[config.mk]
export PLATFORM = sky130hd
export DESIGN_NAME = internal_osc_trim_regs
export DESIGN_NICKNAME = d
export VERILOG_FILES = /design/src/pkg/osc_trim_pkg.sv /design/src/core/flash_trim_loader.sv /design/src/core/internal_osc_trim_regs.sv
export SDC_FILE = /design/constraint.sdc
export NUM_CORES = 1
export LEC_CHECK = 0
export BUFFER_PORTS_ARGS = -buffer_cell sky130_fd_sc_hd__buf_2
export CELL_PAD_IN_SITES_DETAIL_PLACEMENT = 1
export CELL_PAD_IN_SITES_GLOBAL_PLACEMENT = 2
export CORE_UTILIZATION = 24
export CTS_BUF_LIST = sky130_fd_sc_hd__clkbuf_8
export DETAILED_ROUTE_END_ITERATION = 6
export GPL_ROUTABILITY_DRIVEN = 0
export PLACE_DENSITY = 0.91
export SYNTH_ARGS = -nofsm -noshare
export SYNTH_HDL_FRONTEND = slang
export SYNTH_SLANG_ARGS = --single-unit
[constraint.sdc]
create_clock -name clk -period 1.56 [get_ports clk]
set_input_delay 0.078 -clock clk [delete_from_list [all_inputs] [get_ports clk]]
set_output_delay 0.078 -clock clk [all_outputs]
set_load 0.005 [all_outputs]
[src/pkg/osc_trim_pkg.sv]
package osc_trim_pkg;

   // Bus geometry
   localparam int ADR_W = 8;
   localparam int DAT_W = 32;
   localparam int IDX_W = 6;
   localparam int TRIM_W = 16;
   localparam int TC_W = 5;
   localparam int FREQ_W = 10;

   // Register indices, byte address is four times the index
   localparam logic [IDX_W-1:0] TRIM_HIGH_IDX = 6'h18;
   localparam logic [IDX_W-1:0] TRIM_LOW_IDX = 6'h19;
   localparam logic [IDX_W-1:0] CLOCK_CONFIG_LOCK_IDX = 6'h1B;
   localparam logic [IDX_W-1:0] CLK_STAT_IDX = 6'h20;

   // Trim pair field layout
   localparam int TC_MSB = 15;
   localparam int TC_LSB = 11;
   localparam int TC_SIGN_BIT = 15;
   localparam int FREQ_MSB = 9;
   localparam int FREQ_LSB = 0;
   localparam logic [TRIM_W-1:0] TRIM_RW_MASK = 16'hFBFF;

   // Clock status register bits
   localparam int STAT_PLL_CLOCK_SELECT_BIT = 0;
   localparam int STAT_LOCK_BIT = 1;
   localparam int STAT_OSCUP_BIT = 2;

   // Protection key
   localparam logic [7:0] CLOCK_CONFIG_LOCK_KEY = 8'h26;

   // Reset values
   localparam logic [TRIM_W-1:0] TRIM_RST = 16'h0000;
   localparam logic LOCK_RST = 1'b0;
   localparam logic PLL_CLOCK_SELECT_RST = 1'b0;
   localparam logic FLAG_RST = 1'b0;

endpackage : osc_trim_pkg

[src/core/flash_trim_loader.sv]
`timescale 1ns/10ps
`default_nettype none

module flash_trim_loader (
   input wire logic clk,
   input wire logic srst,
   output logic flash_rd_req,
   input wire logic flash_rd_ack,
   input wire logic [osc_trim_pkg::TRIM_W-1:0] flash_rd_data,
   output logic load_valid,
   output logic [osc_trim_pkg::TRIM_W-1:0] load_data,
   output logic load_done
);
   import osc_trim_pkg::*;

   typedef enum logic {LD_FETCH, LD_DONE} ld_state_t;

   ld_state_t state_q;
   wire got_word = flash_rd_req & flash_rd_ack;

   // One fetch after every reset release
   always_ff @(posedge clk) begin
      if (srst) begin
         state_q <= LD_FETCH;
         flash_rd_req <= 1'b0;
         load_valid <= 1'b0;
         load_data <= TRIM_RST;
         load_done <= 1'b0;
      end else begin
         load_valid <= 1'b0;
         unique case (state_q)
            LD_FETCH: begin
               flash_rd_req <= ~got_word;
               if (got_word) begin
                  load_valid <= 1'b1;
                  load_data <= flash_rd_data;
                  load_done <= 1'b1;
                  state_q <= LD_DONE;
               end
            end
            LD_DONE: begin
               flash_rd_req <= 1'b0;
            end
         endcase
      end
   end
endmodule : flash_trim_loader

`default_nettype wire

[src/core/internal_osc_trim_regs.sv]
// Function
// - Reset release fetches the factory trim word from flash into both trim registers.
// - Trim registers read at any time and take writes only while the config lock is clear.
// - An accepted trim write with the PLL clock selected clears the lock and oscillator-up flags.
// - Trim pair bits 15 to 11 form the temperature coefficient trim field.
// - Trim pair bits 9 to 0 form the frequency trim field.
// - Coefficient codes 00000 and 10000 switch the compensation off.
// - The coefficient top bit picks the sign and the low four bits the growing magnitude.
// - Writing 0x26 to the protection register clears the lock and any other write sets it.
`timescale 1ns/10ps
`default_nettype none

module internal_osc_trim_regs (
   input wire logic clk,
   input wire logic srst,
   input wire logic wb_cyc_i,
   input wire logic wb_stb_i,
   input wire logic wb_we_i,
   input wire logic [osc_trim_pkg::ADR_W-1:0] wb_adr_i,
   input wire logic [3:0] wb_sel_i,
   input wire logic [osc_trim_pkg::DAT_W-1:0] wb_dat_i,
   output logic [osc_trim_pkg::DAT_W-1:0] wb_dat_o,
   output logic wb_ack_o,
   output logic flash_rd_req,
   input wire logic flash_rd_ack,
   input wire logic [osc_trim_pkg::TRIM_W-1:0] flash_rd_data,
   input wire logic pll_lock_set,
   input wire logic osc_up_set,
   output logic [osc_trim_pkg::TC_W-1:0] temp_coeff_trim,
   output logic [osc_trim_pkg::FREQ_W-1:0] osc_freq_trim,
   output logic tc_comp_enable,
   output logic tc_positive,
   output logic [3:0] tc_magnitude,
   output logic clock_config_lock,
   output logic pll_clock_select,
   output logic pll_lock_flag,
   output logic osc_up_flag,
   output logic trim_loaded
);
   import osc_trim_pkg::*;

   // Index compare for register decode
   function automatic logic idx_hit(input logic [IDX_W-1:0] idx, input logic [IDX_W-1:0] reg_idx);
      idx_hit = (idx == reg_idx);
   endfunction : idx_hit

   // Coefficient magnitude, zero means compensation off
   function automatic logic [3:0] tc_mag(input logic [TRIM_W-1:0] t);
      tc_mag = t[TC_MSB-1:TC_LSB];
   endfunction : tc_mag

   logic [TRIM_W-1:0] trim_q;
   logic [TRIM_W-1:0] trim_d;
   logic lock_d;
   logic pll_sel_d;
   logic pll_lock_d;
   logic osc_up_d;
   logic [DAT_W-1:0] dat_d;
   logic load_valid;
   logic [TRIM_W-1:0] load_data;
   logic load_done;

   flash_trim_loader flash_trim_loader_i (
      .clk(clk),
      .srst(srst),
      .flash_rd_req(flash_rd_req),
      .flash_rd_ack(flash_rd_ack),
      .flash_rd_data(flash_rd_data),
      .load_valid(load_valid),
      .load_data(load_data),
      .load_done(load_done)
   );

   // Bus decode
   wire req = wb_cyc_i & wb_stb_i & ~wb_ack_o;
   wire wr = req & wb_we_i & wb_sel_i[0];
   wire rd = req & ~wb_we_i;
   wire [IDX_W-1:0] idx = wb_adr_i[ADR_W-1:2];
   wire [7:0] wr_byte = wb_dat_i[7:0];
   wire hit_high = idx_hit(idx, TRIM_HIGH_IDX);
   wire hit_low = idx_hit(idx, TRIM_LOW_IDX);
   wire hit_clock_config_lock = idx_hit(idx, CLOCK_CONFIG_LOCK_IDX);
   wire hit_stat = idx_hit(idx, CLK_STAT_IDX);
   wire wr_high = wr & hit_high;
   wire wr_low = wr & hit_low;
   wire wr_clock_config_lock = wr & hit_clock_config_lock;
   wire wr_stat = wr & hit_stat & ~clock_config_lock;

   // Trim write acceptance, flash load wins
   wire trim_wr_ok = (wr_high | wr_low) & ~clock_config_lock & ~load_valid;
   wire [7:0] hi_new = wr_high ? wr_byte : trim_q[15:8];
   wire [7:0] lo_new = wr_low ? wr_byte : trim_q[7:0];
   wire flag_clr = trim_wr_ok & pll_clock_select;

   assign trim_d = load_valid ? (load_data & TRIM_RW_MASK) :
                   trim_wr_ok ? ({hi_new, lo_new} & TRIM_RW_MASK) : trim_q;
   assign lock_d = wr_clock_config_lock ? (wr_byte != CLOCK_CONFIG_LOCK_KEY) : clock_config_lock;
   assign pll_sel_d = wr_stat ? wr_byte[STAT_PLL_CLOCK_SELECT_BIT] : pll_clock_select;
   assign pll_lock_d = pll_lock_set | (pll_lock_flag & ~flag_clr);
   assign osc_up_d = osc_up_set | (osc_up_flag & ~flag_clr);

   // Read mux, unmapped reads zero
   wire [7:0] stat_byte = {5'h00, osc_up_flag, pll_lock_flag, pll_clock_select};
   wire [7:0] rd_byte = hit_high ? trim_q[15:8] :
                        hit_low ? trim_q[7:0] :
                        hit_clock_config_lock ? {7'h00, clock_config_lock} :
                        hit_stat ? stat_byte : 8'h00;
   assign dat_d = rd ? {{(DAT_W-8){1'b0}}, rd_byte} : wb_dat_o;

   always_ff @(posedge clk) begin
      if (srst) begin
         wb_ack_o <= 1'b0;
         wb_dat_o <= '0;
      end else begin
         wb_ack_o <= req;
         wb_dat_o <= dat_d;
      end
   end

   always_ff @(posedge clk) begin
      if (srst) begin
         trim_q <= TRIM_RST;
         clock_config_lock <= LOCK_RST;
         pll_clock_select <= PLL_CLOCK_SELECT_RST;
         pll_lock_flag <= FLAG_RST;
         osc_up_flag <= FLAG_RST;
      end else begin
         trim_q <= trim_d;
         clock_config_lock <= lock_d;
         pll_clock_select <= pll_sel_d;
         pll_lock_flag <= pll_lock_d;
         osc_up_flag <= osc_up_d;
      end
   end

   // Oscillator-facing fields, registered from the next trim value
   always_ff @(posedge clk) begin
      if (srst) begin
         temp_coeff_trim <= TRIM_RST[TC_MSB:TC_LSB];
         osc_freq_trim <= TRIM_RST[FREQ_MSB:FREQ_LSB];
         tc_comp_enable <= 1'b0;
         tc_positive <= 1'b0;
         tc_magnitude <= 4'h0;
         trim_loaded <= 1'b0;
      end else begin
         temp_coeff_trim <= trim_d[TC_MSB:TC_LSB];
         osc_freq_trim <= trim_d[FREQ_MSB:FREQ_LSB];
         tc_comp_enable <= (tc_mag(trim_d) != 4'h0);
         tc_positive <= trim_d[TC_SIGN_BIT];
         tc_magnitude <= tc_mag(trim_d);
         trim_loaded <= load_done;
      end
   end
endmodule : internal_osc_trim_regs

`default_nettype wire

==> flow_summary.yaml <==
run_status:
  status: "completed"
pwr:
  peakVddDrop_mv: 0.344
  power_density_mw_per_mm2: 915
  power_frac_clock: 0.393
  p_leak_nw: 1.31
  p_seq_frac: 0.487
  p_sw_frac: 0.244
  finalPower_mw: 2.76
  power_switching_mw: 0.674
  pwr-share-comb: 0.120
  power.internal_mw: 2.08
cts:
  cts_buffers: 5
  cts_sinks: 49
  clock-root-buffer: "clkbuf_8"
  path_clk_slew_ns: 0.09
  clk_latency_ns: 0.31
  htree_levels: 2
  cts_tree: "done"
  cts.path.max_buffers: 2
grt:
  antenna_found_initial: 1
  grt_start_max_net_pins: 31
  grt_use_total: 0.148
  grt_pass1_wl_um: 11600
  grt.overflow.total: 0
  grt_pass1_vias: 2253
die:
  fp.dieArea_sq_mm: 0.0103
  die_w_um: 102
  fp.dieH_um: 102
  io_pins: 128
  start_util: 0.253
  row_count: 35
  core_area_sq_mm: 0.00942
final_layout:
  drive_gt1_frac: 0.287
  syn_to_final_growth_pct: 26.6
  final_nets: 433
  fill_cells: 1161
  layout_common_cells: "73 x buf_2, 49 x dfxtp_1, 40 x nand2_1"
  layout_commonest_cell: "buf_2"
  reg_top3: "flash_trim_loader_i.load_data x15, trim_q x15, wb_dat_o x8"
  n_antenna_cell: 0
worst_setup_path:
  slowest_stage: "a311oi_1"
  critPathBufInv: 0
  max_stage_delay_ns: 0.40
  rrSetupSlack_ns: 0.09
  cp_max_fo: 4
  endpoint_kind: "flop"
  crit_family: "compound AO/OA/AOI/OAI gates"
  timing.rr.start: "wb_ack_o"
  start_kind: "flop"
  path_cells: "and3b_2, nand4_1, a311oi_1, a41oi_1"
  crit_type: "reg2reg"
  critical_path_required_ns: 1.73
  arrival_ns: 1.64
  crit_path_start: "wb_ack_o"
sta:
  tns_ns: 0
  max_freq_ghz: 0.681
  rsz0062_at_grt: "no"
  hold_viol: 0
  skew_ns: 0.00383
  final.period_utilization: 0.941
  final_max_slew_viol_count: 0
  period_needed_ns: 1.47
  setup_viol: 0
yosys:
  synthCells: 290
  syn_avg_cell_area_sq_um: 8.21
  syn_area_sq_mm: 0.00238
  yosys.cell_types.count: 40
  yosys_warnings: 0
  seq_area_frac_synth: 0.412
  ys_ff_latch: 49
place:
  io_buffers: 73
  hpwl_um: 5600
hold_path:
  hp-start: "flash_rd_data[1]"
  hp-class: "in2reg"
route:
  wl_per_cell_um: 14.8
  drt-vias-per-instance: 4.58
  antenna_left: 0
  num_vias: 2266
  first_pass_iters: 4
  drt_iter0_drc: 117
  drc: 0
  wirelength_um: 7340
flow_run:
  drv_cap: 0
cells in the mapped netlist:
library cell | n | area (sq um)
dfxtp_1 | 49 | 981
nand2_1 | 40 | 150
nor2_1 | 34 | 128
buf_4 | 31 | 233
a21oi_1 | 21 | 105
nand3_1 | 12 | 60.1
o21ai_0 | 12 | 60.1
a311oi_1 | 10 | 87.6
clkbuf_1 | 10 | 37.5
mux2i_1 | 8 | 80.1
a211oi_1 | 6 | 45.0
a22oi_1 | 5 | 37.5
mux2_2 | 5 | 56.3
nor3_1 | 5 | 25.0
inv_1 | 4 | 15.0
nor2b_1 | 4 | 25.0
and3_1 | 3 | 18.8
buf_2 | 3 | 15.0
and3b_1 | 2 | 17.5
nand3b_1 | 2 | 15.0
nand4_1 | 2 | 12.5
nand4bb_1 | 2 | 22.5
o211ai_1 | 2 | 15.0
or2_2 | 2 | 12.5
a221oi_1 | 1 | 8.76
a32o_1 | 1 | 10.0
a41oi_1 | 1 | 8.76
and2_1 | 1 | 6.26
and4_1 | 1 | 8.76
and4bb_1 | 1 | 12.5
buf_1 | 1 | 3.75
buf_6 | 1 | 11.3
conb_1 | 1 | 3.75
inv_2 | 1 | 3.75
nand4b_1 | 1 | 8.76
nor3b_1 | 1 | 7.51
nor4_1 | 1 | 6.26
o31ai_1 | 1 | 7.51
or4_1 | 1 | 7.51
or4b_1 | 1 | 10.0
worst min-delay path, delay by kind of cell:
kind / cells / cell delay (ns)
buffers and inverters: 1 / 0.10
AND/OR/NAND/NOR: 1 / 0.05
AO/OA/AOI/OAI: 1 / 0.05
cell families after synthesis:
| logic type | share of synthesized area |
|---|---|
| muxes | 0.0573 |
| other | 0.00158 |
| buffers and inverters | 0.134 |
| and+or+nand+nor | 0.233 |
| DFF | 0.412 |
| AOI/OAI and AO/OA | 0.162 |
layer usage:
| metal | track usage | vias up | wire (um) |
|---|---|---|---|
| met2 | 0.253 | 73 | 3520 |
| met5 | 0 | - | 0 |
| met3 | 0.0297 | 9 | 425 |
| li1 | - | 1107 | - |
| met1 | 0.188 | 1077 | 3330 |
| met4 | 0.0457 | 0 | 68 |
repair_timing:
action                                  in CTS  in global routing
gates resized for setup                      0                  3
setup buffers                                0                  0
hold buffers                                 5                  0
hold endpoints to repair                     5                  0
endpoints found under the setup margin       0                  3
final timing paths:
check / cells after the start / end
max: 4 / tc_comp_enable
min: 3 / flash_trim_loader_i.load_data[1]
max reg2reg: 4 / tc_comp_enable
min reg2reg: 2 / flash_trim_loader_i.load_data[15]
power groups by stage:
stage	clock network (mW)	registers [mW]	logic, mW
finish	1.08	1.34	0.331
global route	1.16	1.35	0.374
CTS	1.11	1.34	0.330
detailed placement	0	1.37	0.318
global placement	0	1.37	0.309
floorplan	0	1.36	0.214
final cells by class:
type / instances / area, sq um / share of cell area
repair buffers: 91 / 538 / 0.179
inverters: 5 / 18.8 / 0.00623
flip-flops and latches: 49 / 981 / 0.326
clock buffers: 5 / 68.8 / 0.0228
well taps: 129 / 161 / 0.0536
clock inverters: 3 / 65.1 / 0.0216
multi-input cells: 213 / 1180 / 0.392
stage by stage:
step,setup WS [ns],std cells,utilization,cell area [sq um],hold slack (ns)
2_1_floorplan,0.209,313,-,2470,0.157
3_3_place_gp,0.0678,482,0.299,2820,0.323
3_5_place_dp,0.0596,482,0.299,2820,0.329
4_1_cts,0.0592,495,0.319,3000,0.000417
5_1_grt,0.00884,495,0.320,3010,0.00649
6_report,0.0917,495,0.320,3010,0.00591
Note: power is estimated with default switching activity, not from simulation.
